## src/shared/pif_pkg.sv

```systemverilog
// Operation
// - events set flags regardless of any enable
// - flag one means pending, zero means none
// - every implemented flag resets to zero
// - register a bit 7 gate event, read/write
// - register a bit 6 conversion done, read/write
// - register a bit 5 serial receive, read-only
// - register a bit 4 serial transmit, read-only
// - register a bit 3 sync port one, read/write
// - register a bit 2 capture/compare one, read/write
// - register a bit 1 period match, read/write
// - register a bit 0 timer overflow, read/write
// - register b bit 6 comparator two, read/write
// - register b bit 5 comparator one, read/write
// - register b bit 4 nonvolatile write done
// - register b bit 3 port one collision
// - register b bits 2-1 read zero, ignore writes
// - register b bit 0 capture/compare two, large variant
package pif_pkg;

    localparam int          AXI_AW          = 4;
    localparam int          AXI_DW          = 32;
    localparam logic [3:0]  OFS_FLAGS_A     = 4'h0;
    localparam logic [3:0]  OFS_FLAGS_B     = 4'h4;

    localparam logic [7:0]  FLAGS_RESET     = 8'h00;
    localparam logic [7:0]  FLAGS_A_WMASK   = 8'hCF;
    localparam logic [7:0]  FLAGS_B_IMPL_LG = 8'hF9;
    localparam logic [7:0]  FLAGS_B_IMPL_SM = 8'hF8;

    localparam int          BIT_GATE_EVENT  = 7;
    localparam int          BIT_CONV_DONE   = 6;
    localparam int          BIT_SERIAL_RX   = 5;
    localparam int          BIT_SERIAL_TX   = 4;
    localparam int          BIT_SYNC_ONE    = 3;
    localparam int          BIT_CAPCOMP_ONE = 2;
    localparam int          BIT_PERIOD      = 1;
    localparam int          BIT_OVERFLOW    = 0;
    localparam int          BIT_OSC_FAIL    = 7;
    localparam int          BIT_CMP_TWO     = 6;
    localparam int          BIT_CMP_ONE     = 5;
    localparam int          BIT_NV_DONE     = 4;
    localparam int          BIT_COLLISION   = 3;
    localparam int          BIT_CAPCOMP_TWO = 0;

    localparam logic [1:0]  RESP_OKAY       = 2'h0;
    localparam logic [1:0]  RESP_SLVERR     = 2'h2;

    typedef struct packed {
        logic gate_event_flag;
        logic conversion_done_flag;
        logic serial_rx_flag;
        logic serial_tx_flag;
        logic sync_port_one_flag;
        logic capcomp_one_flag;
        logic period_match_flag;
        logic overflow_flag;
    } pif_flags_a_t;

    typedef struct packed {
        logic       osc_fail_flag;
        logic       comparator_two_flag;
        logic       comparator_one_flag;
        logic       nv_write_done_flag;
        logic       port_one_collision_flag;
        logic [1:0] unused;
        logic       capcomp_two_flag;
    } pif_flags_b_t;

endpackage

```

## src/hw/pif_flag_regs.sv

```systemverilog
// peripheral interrupt request flag registers behind an axi4-lite slave
`timescale 1ns/1ps
module pif_flag_regs
    import pif_pkg::*;
#(
    parameter int HAS_CAPCOMP_TWO = 1
)(
    input  wire logic                ref_clk,
    input  wire logic                rst,
    input  wire pif_flags_a_t        evt_a,
    input  wire pif_flags_b_t        evt_b,
    output logic [7:0]               flags_a,
    output logic [7:0]               flags_b,
    input  wire logic [AXI_AW-1:0]   s_axi_awaddr,
    input  wire logic [2:0]          s_axi_awprot,
    input  wire logic                s_axi_awvalid,
    output logic                     s_axi_awready,
    input  wire logic [AXI_DW-1:0]   s_axi_wdata,
    input  wire logic [3:0]          s_axi_wstrb,
    input  wire logic                s_axi_wvalid,
    output logic                     s_axi_wready,
    output logic [1:0]               s_axi_bresp,
    output logic                     s_axi_bvalid,
    input  wire logic                s_axi_bready,
    input  wire logic [AXI_AW-1:0]   s_axi_araddr,
    input  wire logic [2:0]          s_axi_arprot,
    input  wire logic                s_axi_arvalid,
    output logic                     s_axi_arready,
    output logic [AXI_DW-1:0]        s_axi_rdata,
    output logic [1:0]               s_axi_rresp,
    output logic                     s_axi_rvalid,
    input  wire logic                s_axi_rready
);

    // only the small and large variants exist
    if (HAS_CAPCOMP_TWO != 0 && HAS_CAPCOMP_TWO != 1)
    begin : g_bad_variant
        $error("HAS_CAPCOMP_TWO must be 0 or 1");
    end

    // flags and replies travel in a full bus word
    if (AXI_DW != 32)
    begin : g_bad_width
        $error("register bus data must be 32 bits wide");
    end

    // both register offsets must fit the address
    if (AXI_AW < 3)
    begin : g_bad_addr
        $error("register bus address needs at least 3 bits");
    end

    localparam logic [7:0] FLAGS_B_WMASK = (HAS_CAPCOMP_TWO == 1) ? FLAGS_B_IMPL_LG
                                                                  : FLAGS_B_IMPL_SM;

    logic [7:0]        flags_a_r;
    logic [7:0]        flags_b_r;
    logic              aw_full_r;
    logic              w_full_r;
    logic [AXI_AW-1:0] aw_addr_r;
    logic [7:0]        w_byte_r;
    logic              w_lane0_r;
    logic              awready_r;
    logic              wready_r;
    logic              bvalid_r;
    logic [1:0]        bresp_r;
    logic              arready_r;
    logic              rvalid_r;
    logic [1:0]        rresp_r;
    logic [AXI_DW-1:0] rdata_r;
    logic              aw_full_nxt;
    logic              w_full_nxt;
    logic              commit;
    logic              wr_a;
    logic              wr_b;
    logic [7:0]        flags_a_nxt;
    logic [7:0]        flags_b_nxt;
    // handshake strobes and decodes
    logic              aw_take;
    logic              w_take;
    logic              ar_take;
    logic              r_done;
    logic              b_done;
    logic              wr_addr_ok;
    logic              rd_sel_a;
    logic              rd_sel_b;
    logic              rd_addr_ok;
    logic [7:0]        rd_byte;

    // write takes effect once address and data are both held
    assign commit     = aw_full_r && w_full_r && !bvalid_r;
    assign aw_take    = s_axi_awvalid && awready_r;
    assign w_take     = s_axi_wvalid && wready_r;
    assign ar_take    = s_axi_arvalid && arready_r;
    assign r_done     = rvalid_r && s_axi_rready;
    assign b_done     = bvalid_r && s_axi_bready;
    assign wr_addr_ok = (aw_addr_r == OFS_FLAGS_A) || (aw_addr_r == OFS_FLAGS_B);

    // a write with lane 0 off is answered but changes nothing
    always_comb
    begin
        wr_a = 1'b0;
        wr_b = 1'b0;
        if (commit && w_lane0_r)
        begin
            wr_a = (aw_addr_r == OFS_FLAGS_A);
            wr_b = (aw_addr_r == OFS_FLAGS_B);
        end
    end

    // address slot empties only when the write commits
    always_comb
    begin
        aw_full_nxt = aw_full_r;
        if (commit)
        begin
            aw_full_nxt = 1'b0;
        end
        else if (aw_take)
        begin
            aw_full_nxt = 1'b1;
        end
    end

    // data slot follows the same rule
    always_comb
    begin
        w_full_nxt = w_full_r;
        if (commit)
        begin
            w_full_nxt = 1'b0;
        end
        else if (w_take)
        begin
            w_full_nxt = 1'b1;
        end
    end

    // read mux; unmapped offsets return zero
    always_comb
    begin
        rd_sel_a   = (s_axi_araddr == OFS_FLAGS_A);
        rd_sel_b   = (s_axi_araddr == OFS_FLAGS_B);
        rd_addr_ok = rd_sel_a || rd_sel_b;
        rd_byte    = 8'h00;
        if (rd_sel_a)
        begin
            rd_byte = flags_a_r;
        end
        else if (rd_sel_b)
        begin
            rd_byte = flags_b_r;
        end
    end

    // one cell per flag bit; a set arriving with a software clear wins
    for (genvar i = 0; i < 8; i++)
    begin : g_flag_a
        if (FLAGS_A_WMASK[i])
        begin : g_rw
            assign flags_a_nxt[i] = (wr_a ? w_byte_r[i] : flags_a_r[i]) | evt_a[i];
        end
        else
        begin : g_mirror
            // serial flags mirror the serial unit's pending levels only
            assign flags_a_nxt[i] = evt_a[i];
        end
    end

    for (genvar j = 0; j < 8; j++)
    begin : g_flag_b
        if (FLAGS_B_WMASK[j])
        begin : g_rw
            assign flags_b_nxt[j] = (wr_b ? w_byte_r[j] : flags_b_r[j]) | evt_b[j];
        end
        else
        begin : g_unused
            // unimplemented bits never hold a value
            assign flags_b_nxt[j] = 1'b0;
        end
    end

    // register a
    always_ff @(posedge ref_clk or posedge rst)
    begin
        if (rst)
        begin
            flags_a_r <= FLAGS_RESET;
        end
        else
        begin
            flags_a_r <= flags_a_nxt;
        end
    end

    // register b
    always_ff @(posedge ref_clk or posedge rst)
    begin
        if (rst)
        begin
            flags_b_r <= FLAGS_RESET;
        end
        else
        begin
            flags_b_r <= flags_b_nxt;
        end
    end

    // address slot and its ready
    always_ff @(posedge ref_clk or posedge rst)
    begin
        if (rst)
        begin
            aw_full_r <= 1'b0;
            awready_r <= 1'b0;
        end
        else
        begin
            aw_full_r <= aw_full_nxt;
            awready_r <= !aw_full_nxt;
        end
    end

    // data slot and its ready
    always_ff @(posedge ref_clk or posedge rst)
    begin
        if (rst)
        begin
            w_full_r <= 1'b0;
            wready_r <= 1'b0;
        end
        else
        begin
            w_full_r <= w_full_nxt;
            wready_r <= !w_full_nxt;
        end
    end

    // captured write address
    always_ff @(posedge ref_clk or posedge rst)
    begin
        if (rst)
        begin
            aw_addr_r <= '0;
        end
        else if (aw_take)
        begin
            aw_addr_r <= s_axi_awaddr;
        end
    end

    // only the low data byte reaches the flags
    always_ff @(posedge ref_clk or posedge rst)
    begin
        if (rst)
        begin
            w_byte_r <= 8'h00;
        end
        else if (w_take)
        begin
            w_byte_r <= s_axi_wdata[7:0];
        end
    end

    // lane 0 strobe of the captured data
    always_ff @(posedge ref_clk or posedge rst)
    begin
        if (rst)
        begin
            w_lane0_r <= 1'b0;
        end
        else if (w_take)
        begin
            w_lane0_r <= s_axi_wstrb[0];
        end
    end

    // write response stands until bready
    always_ff @(posedge ref_clk or posedge rst)
    begin
        if (rst)
        begin
            bvalid_r <= 1'b0;
        end
        else if (commit)
        begin
            bvalid_r <= 1'b1;
        end
        else if (b_done)
        begin
            bvalid_r <= 1'b0;
        end
    end

    // unmapped writes answer with an error
    always_ff @(posedge ref_clk or posedge rst)
    begin
        if (rst)
        begin
            bresp_r <= RESP_OKAY;
        end
        else if (commit)
        begin
            bresp_r <= wr_addr_ok ? RESP_OKAY : RESP_SLVERR;
        end
    end

    // next read address only once the answer is taken
    always_ff @(posedge ref_clk or posedge rst)
    begin
        if (rst)
        begin
            arready_r <= 1'b0;
        end
        else if (ar_take)
        begin
            arready_r <= 1'b0;
        end
        else if (r_done || !rvalid_r)
        begin
            arready_r <= 1'b1;
        end
    end

    // read answer stands until rready
    always_ff @(posedge ref_clk or posedge rst)
    begin
        if (rst)
        begin
            rvalid_r <= 1'b0;
        end
        else if (ar_take)
        begin
            rvalid_r <= 1'b1;
        end
        else if (r_done)
        begin
            rvalid_r <= 1'b0;
        end
    end

    // unmapped reads answer with an error
    always_ff @(posedge ref_clk or posedge rst)
    begin
        if (rst)
        begin
            rresp_r <= RESP_OKAY;
        end
        else if (ar_take)
        begin
            rresp_r <= rd_addr_ok ? RESP_OKAY : RESP_SLVERR;
        end
    end

    // read data; upper bytes always zero
    always_ff @(posedge ref_clk or posedge rst)
    begin
        if (rst)
        begin
            rdata_r <= 32'h0000_0000;
        end
        else if (ar_take)
        begin
            rdata_r <= {24'h00_0000, rd_byte};
        end
    end

    assign flags_a       = flags_a_r;
    assign flags_b       = flags_b_r;
    assign s_axi_awready = awready_r;
    assign s_axi_wready  = wready_r;
    assign s_axi_bvalid  = bvalid_r;
    assign s_axi_bresp   = bresp_r;
    assign s_axi_arready = arready_r;
    assign s_axi_rvalid  = rvalid_r;
    assign s_axi_rresp   = rresp_r;
    assign s_axi_rdata   = rdata_r;

endmodule

```

## config.mk

```make
export PLATFORM = sky130hd
export DESIGN_NAME = pif_flag_regs
export DESIGN_NICKNAME = d
export VERILOG_FILES = /design/src/shared/pif_pkg.sv /design/src/hw/pif_flag_regs.sv
export SDC_FILE = /design/constraint.sdc
export NUM_CORES = 1
export LEC_CHECK = 0
export ABC_AREA = 0
export BUFFER_PORTS_ARGS = -buffer_cell sky130_fd_sc_hd__buf_2
export CAP_MARGIN = 20
export CORE_ASPECT_RATIO = 1.2
export CORE_MARGIN = 10
export CORE_UTILIZATION = 39
export CTS_BUF_LIST = sky130_fd_sc_hd__clkbuf_8
export CTS_CLUSTER_DIAMETER = 50
export DETAILED_ROUTE_END_ITERATION = 10
export PLACE_DENSITY = 0.78
export REMOVE_ABC_BUFFERS = 1
export SLEW_MARGIN = 5
export SYNTH_ARGS = -nofsm -noshare
export SYNTH_HDL_FRONTEND = slang
export SYNTH_SLANG_ARGS = --single-unit
```

## constraint.sdc

```tcl
create_clock -name ref_clk -period 1.5 [get_ports ref_clk]
set_clock_uncertainty 0.15 [all_clocks]
set_input_delay 0.3 -clock ref_clk [delete_from_list [all_inputs] [get_ports ref_clk]]
set_output_delay 0.3 -clock ref_clk [all_outputs]
set_load 0.1 [all_outputs]
```

## After elaboration in Yosys (flattened, before gate mapping)

Cells that the tools add are included.

| word-level totals | value |
|---|---|
| flip-flop bits (word level) | 46 |
| latch bits | 0 |
| RAM bits | 0 |
| bits in read-only memories | 0 |
| bits of input ports | 73 |
| output and inout port bits | 57 |
| logic and storage cells | 77 |
| memories kept | 0 |

| cells by class | value |
|---|---|
| add/sub/neg operators | 0 |
| multiply operators | 0 |
| divide/modulo/power cells | 0 |
| $lt $le $gt $ge | 0 |
| equality and inequality tests | 2 |
| shift operators | 0 |
| mux-type cells | 28 |
| bitwise operators | 12 |
| reductions and logical operators | 20 |

Operators with widths:

| cell | number |
|---|---|
| 1-bit 2-to-1 mux | 24 |
| 8-bit 2-to-1 mux | 2 |
| 1-bit OR | 12 |
| 4-bit by 3-bit equality test with 1-bit output, second input constant | 2 |
| 1-bit logical AND | 8 |
| 4-bit logical NOT | 2 |
| 2-bit nonzero test | 3 |
| 1-bit logical NOT | 4 |
| 2-bit 2-to-1 mux | 2 |
| 1-bit logical OR | 3 |

## Longest topological paths before layout

| depth | value |
|---|---|
| word-level depth | 6 |
| depth in mapped cells | 4 |
| depth with buffers taken out | 3 |

## Worst setup path before layout

Ideal clock, no wire load.

| path | value |
|---|---|
| kind | flip-flop to flip-flop |
| from | register wready_r (netlist: s_axi_wready) |
| to | register w_byte_r[1] |
| setup time | 125 ps |
| data arrival time | 1815 ps |
| required time | 1225 ps |
| slack | -590 ps |
| stages on the path, launching flop included | 4 |
| path buffers | 1 |
| period minus slack after synthesis | 2090 ps |
| cell sequence | dfrtp_1 > and2_1 > clkbuf_1 > mux2_2 |

| on the way | value |
|---|---|
| word-level cells in the longest chain between the ends | 1 |

RTL lines:

| element | RTL line | source |
|---|---|---|
| start: declaration | pif_flag_regs.sv:64 | `logic wready_r;` |
| start signal: assignment | pif_flag_regs.sv:235 | `wready_r <= !w_full_nxt;` |
| 1-bit logical AND | pif_flag_regs.sv:93 | `assign w_take = s_axi_wvalid && wready_r;` |
| end signal: assignment | pif_flag_regs.sv:261 | `w_byte_r <= s_axi_wdata[7:0];` |
| end: declaration | pif_flag_regs.sv:61 | `logic [7:0] w_byte_r;` |

No other way between the ends.
A chain may end at the register's enable or synchronous reset.

## Worst setup path in the final report

| path | value |
|---|---|
| from | register aw_addr_r[3] |
| to | register flags_a_r[0] (netlist: flags_a[0]) |

| on the way | value |
|---|---|
| word-level cells in the longest chain between the ends | 4 |

RTL lines:

| element | RTL line | source |
|---|---|---|
| start: declaration | pif_flag_regs.sv:60 | `logic [AXI_AW-1:0] aw_addr_r;` |
| start signal: assignment | pif_flag_regs.sv:248 | `aw_addr_r <= s_axi_awaddr;` |
| 4-bit logical NOT | pif_flag_regs.sv:106 | `wr_a = (aw_addr_r == OFS_FLAGS_A);` |
| 1-bit 2-to-1 mux | pif_flag_regs.sv:104 | `if (commit && w_lane0_r)` |
| 1-bit 2-to-1 mux | pif_flag_regs.sv:161 | `assign flags_a_nxt[i] = (wr_a ? w_byte_r[i] : flags_a_r[i]) \| evt_a[i];` |
| 1-bit OR | pif_flag_regs.sv:161 |  |
| named net flags_a_nxt[0] | pif_flag_regs.sv:76 | `logic [7:0] flags_a_nxt;` |
| end signal: assignment | pif_flag_regs.sv:192 | `flags_a_r <= flags_a_nxt;` |
| end: declaration | pif_flag_regs.sv:56 | `logic [7:0] flags_a_r;` |

The timed path passes the listed nets, and every way through them passes these cells.

==> flow_metrics.env <==
export IMPL_setup_viol=12
export IMPL_rsz0062_at_grt="yes"
export IMPL_crit_path_start_kind="register"
export IMPL_vias_per_cell=4.548
export IMPL_whs_path_depth=2
export IMPL_cp_end_kind="register"
export IMPL_drive_gt1_share_pct=39.46
export IMPL_dp_hpwl_um=4000
export IMPL_wire_per_inst_um=15.07
export IMPL_crit_fanout=6
export IMPL_grt_pass1_vias=1583
export IMPL_hold_viol=0
export IMPL_ys_seq_elements=44
export IMPL_insertion_delay_ps=290
export IMPL_grt_usage_pct=11.80
export IMPL_crit_slowest_cell="or4b_4"
export IMPL_cap_viol_max_count=0
export IMPL_syn_avg_cell_area_um2=11.53
export IMPL_slew_violations=0
export IMPL_crit_start="aw_addr_r[3]"
export IMPL_grt_pass1_wl_um=7914
export IMPL_max_stage_delay_ps=580
export IMPL_clkSinkCount=44
export IMPL_clock_root_buffer="clkbuf_8"
export IMPL_final_setup_worst_slack_ps=-205.9
export IMPL_cts_tree="yes"
export IMPL_worstPathArrival_ps=1770
export IMPL_die_h_um=98.80
export IMPL_path_depth=4
export IMPL_vdd_drop_max_mv=1.284
export IMPL_synth_seq_area_share_pct=54.56
export IMPL_ff2ff_path_depth=4
export IMPL_drc=0
export IMPL_overflow=0
export IMPL_wl_um=4836
export IMPL_detail_route_antenna_nets=0
export IMPL_hp_class="input pin to register"
export IMPL_core_area_um2=4975
export IMPL_critPathBufInv=1
export IMPL_endpoint="flags_a[0]"
export IMPL_synth_cells=175
export IMPL_ys_warn_count=0
export IMPL_grt_max_degree=45
export IMPL_path_clk_slew_ps=80
export IMPL_boundaryPins=130
export IMPL_numCtsBuffers=5
export IMPL_period_share_pct=113.7
export IMPL_gp_congestion=0.7543
export IMPL_r2r_slack_ps=-210
export IMPL_grt_antenna_before_repair=0
export IMPL_tns_ps=-2194
export IMPL_violations="setup timing"
export IMPL_synthDistinctLibCells=24
export IMPL_reg2reg_to="flags_a[0]"
export IMPL_drt_initial_drc_count=56
export IMPL_synth_edf_count=0
export IMPL_die_area_um2=8464
export IMPL_reg2reg_from="aw_addr_r[3]"
export IMPL_antenna_diode_count=0
export IMPL_syn2layout_area_growth_pct=50.22
export IMPL_htree_levels=2
export IMPL_status="complete, but fails checks"
export IMPL_dieWidth_um=85.67
export IMPL_crit_required_ps=1560
export IMPL_cts_resized_gates=0
export IMPL_path_cells="or4b_4 > nor3_4 > buf_12 > mux2i_1"
export IMPL_synthesis_area_um2=2018
export IMPL_power_leakage_nw=1.414
export IMPL_critPathKind="register to register"
export IMPL_synthFlopType="dfrtp_1"
export IMPL_layout_nets=333
export IMPL_vias=1460
export IMPL_crit_family="simple AND/OR/NAND/NOR gates"
export IMPL_async_flop_share_pct=100.0
export IMPL_rows=28
export IMPL_fin_crit_ps=1706
export IMPL_p_total_mw=4.875
export IMPL_start_util_pct=40.57
export IMPL_dr_pass1_iters=4
export IMPL_pwr_density_cell_nw_per_um2=1608
export IMPL_cts_path_max_buffers=2
export IMPL_max_clock_freq_ghz=0.5862
export IMPL_portBuffers=66
flip-flops by register name, summed over array words and instances (netlist names), 4 cells and up:
register / count
aw_addr_r: 4
flags_a: 8
flags_b: 6
s_axi_rdata: 8
w_byte_r: 8
area by class of cell:
| class | count | area, µm² |
|---|---|---|
| Multi-Input combinational cell | 120 | 757.0 |
| Inverter | 5 | 32.53 |
| Timing Repair Buffer | 84 | 958.4 |
| Clock buffer | 5 | 68.82 |
| Fill cell | 411 | 1943 |
| Sequential cell | 44 | 1101 |
| Clock inverter | 3 | 38.79 |
| Tap cell | 60 | 75.07 |
synth_stat cells, drive strengths merged, types with 3 or more instances:
| library cell | count | area share [%] |
|---|---|---|
| buf | 29 | 11 |
| mux2i | 18 | 8.9 |
| clkbuf | 4 | 0.74 |
| nand2 | 12 | 2.2 |
| o21ai | 5 | 1.2 |
| nor3 | 3 | 1.9 |
| mux2 | 13 | 7.3 |
| o31ai | 8 | 3.0 |
| nor2 | 24 | 4.5 |
| inv | 4 | 0.74 |
| dfrtp | 44 | 55 |
per-stage QoR:
step,cells,hold WS [ps],cell area [µm²],util (%),setup WS (ps)
after global routing,321,57.66,3032,60.94,-290.5
after global placement,309,195.9,2887,58.02,-147.8
after floorplan,169,181.4,1891,-,-585.3
final,321,44.84,3032,60.94,-205.9
after CTS,320,40.31,3024,60.79,-225.3
after detailed placement,309,196.8,2887,58.02,-206.4
how the worst min path moves through the flow:
stage	start	end	slack [ps]
after global routing	s_axi_bready	s_axi_bvalid	60
after floorplan	evt_a[4]	flags_a[4]	180
after CTS	s_axi_bready	s_axi_bvalid	40
final	s_axi_bready	s_axi_bvalid	40
after global placement	rst	w_byte_r[1]	200
after detailed placement	rst	w_byte_r[0]	200
cell families (layout without fill, tap and decap cells):
kind of cell / Yosys count / after routing / synth area share, %
AND/OR/NAND/NOR: 47 / 47 / 11.53
flip-flops: 44 / 44 / 54.56
buffers and inverters: 38 / 97 / 12.96
multiplexers: 31 / 31 / 16.18
AO/OA/AOI/OAI: 14 / 14 / 4.588
other: 1 / 28 / 0.1858
repair_timing:
action / in CTS / in global routing
buffers inserted: 0 / 1
setup endpoints to repair: 12 / 12
hold endpoints to repair: 46 / 0
hold buffers: 3 / 0
pin swaps: 0 / 0
placed cells by master, fill, tap and decap left out, types with 5 or more instances in the layout:
master    Yosys  layout
clkbuf_8      0       5
mux2_2        9       9
mux2i_1      18      18
conb_1        1      28
nor2_1       24      24
nand2_1      12      12
buf_2         0      37
buf_4        28      11
o31ai_1       8       8
buf_12        0      33
dfrtp_1      44      44
worst reg2reg max path: stages (launching register included):
cell	delay, ps
dfrtp_1	390
or4b_4	580
nor3_4	170
buf_12	160
mux2i_1	190
metal layers:
layer	GRT usage, %	vias to the layer above	share of wire (%)
met5	0	-	0
met4	3.426	0	0.95
met3	5.848	5	10
met2	21.88	62	53
met1	10.97	692	36
li1	-	701	-
where the power goes:
part / internal, mW / switching, mW / total [mW] / leakage [nW]
Sequential: 1.49 / 0.231 / 1.72 / 0.493
Clock: 0.487 / 0.379 / 0.866 / 0.0593
Combinational: 0.864 / 1.42 / 2.29 / 0.861
(Power assumes the default switching activity.)
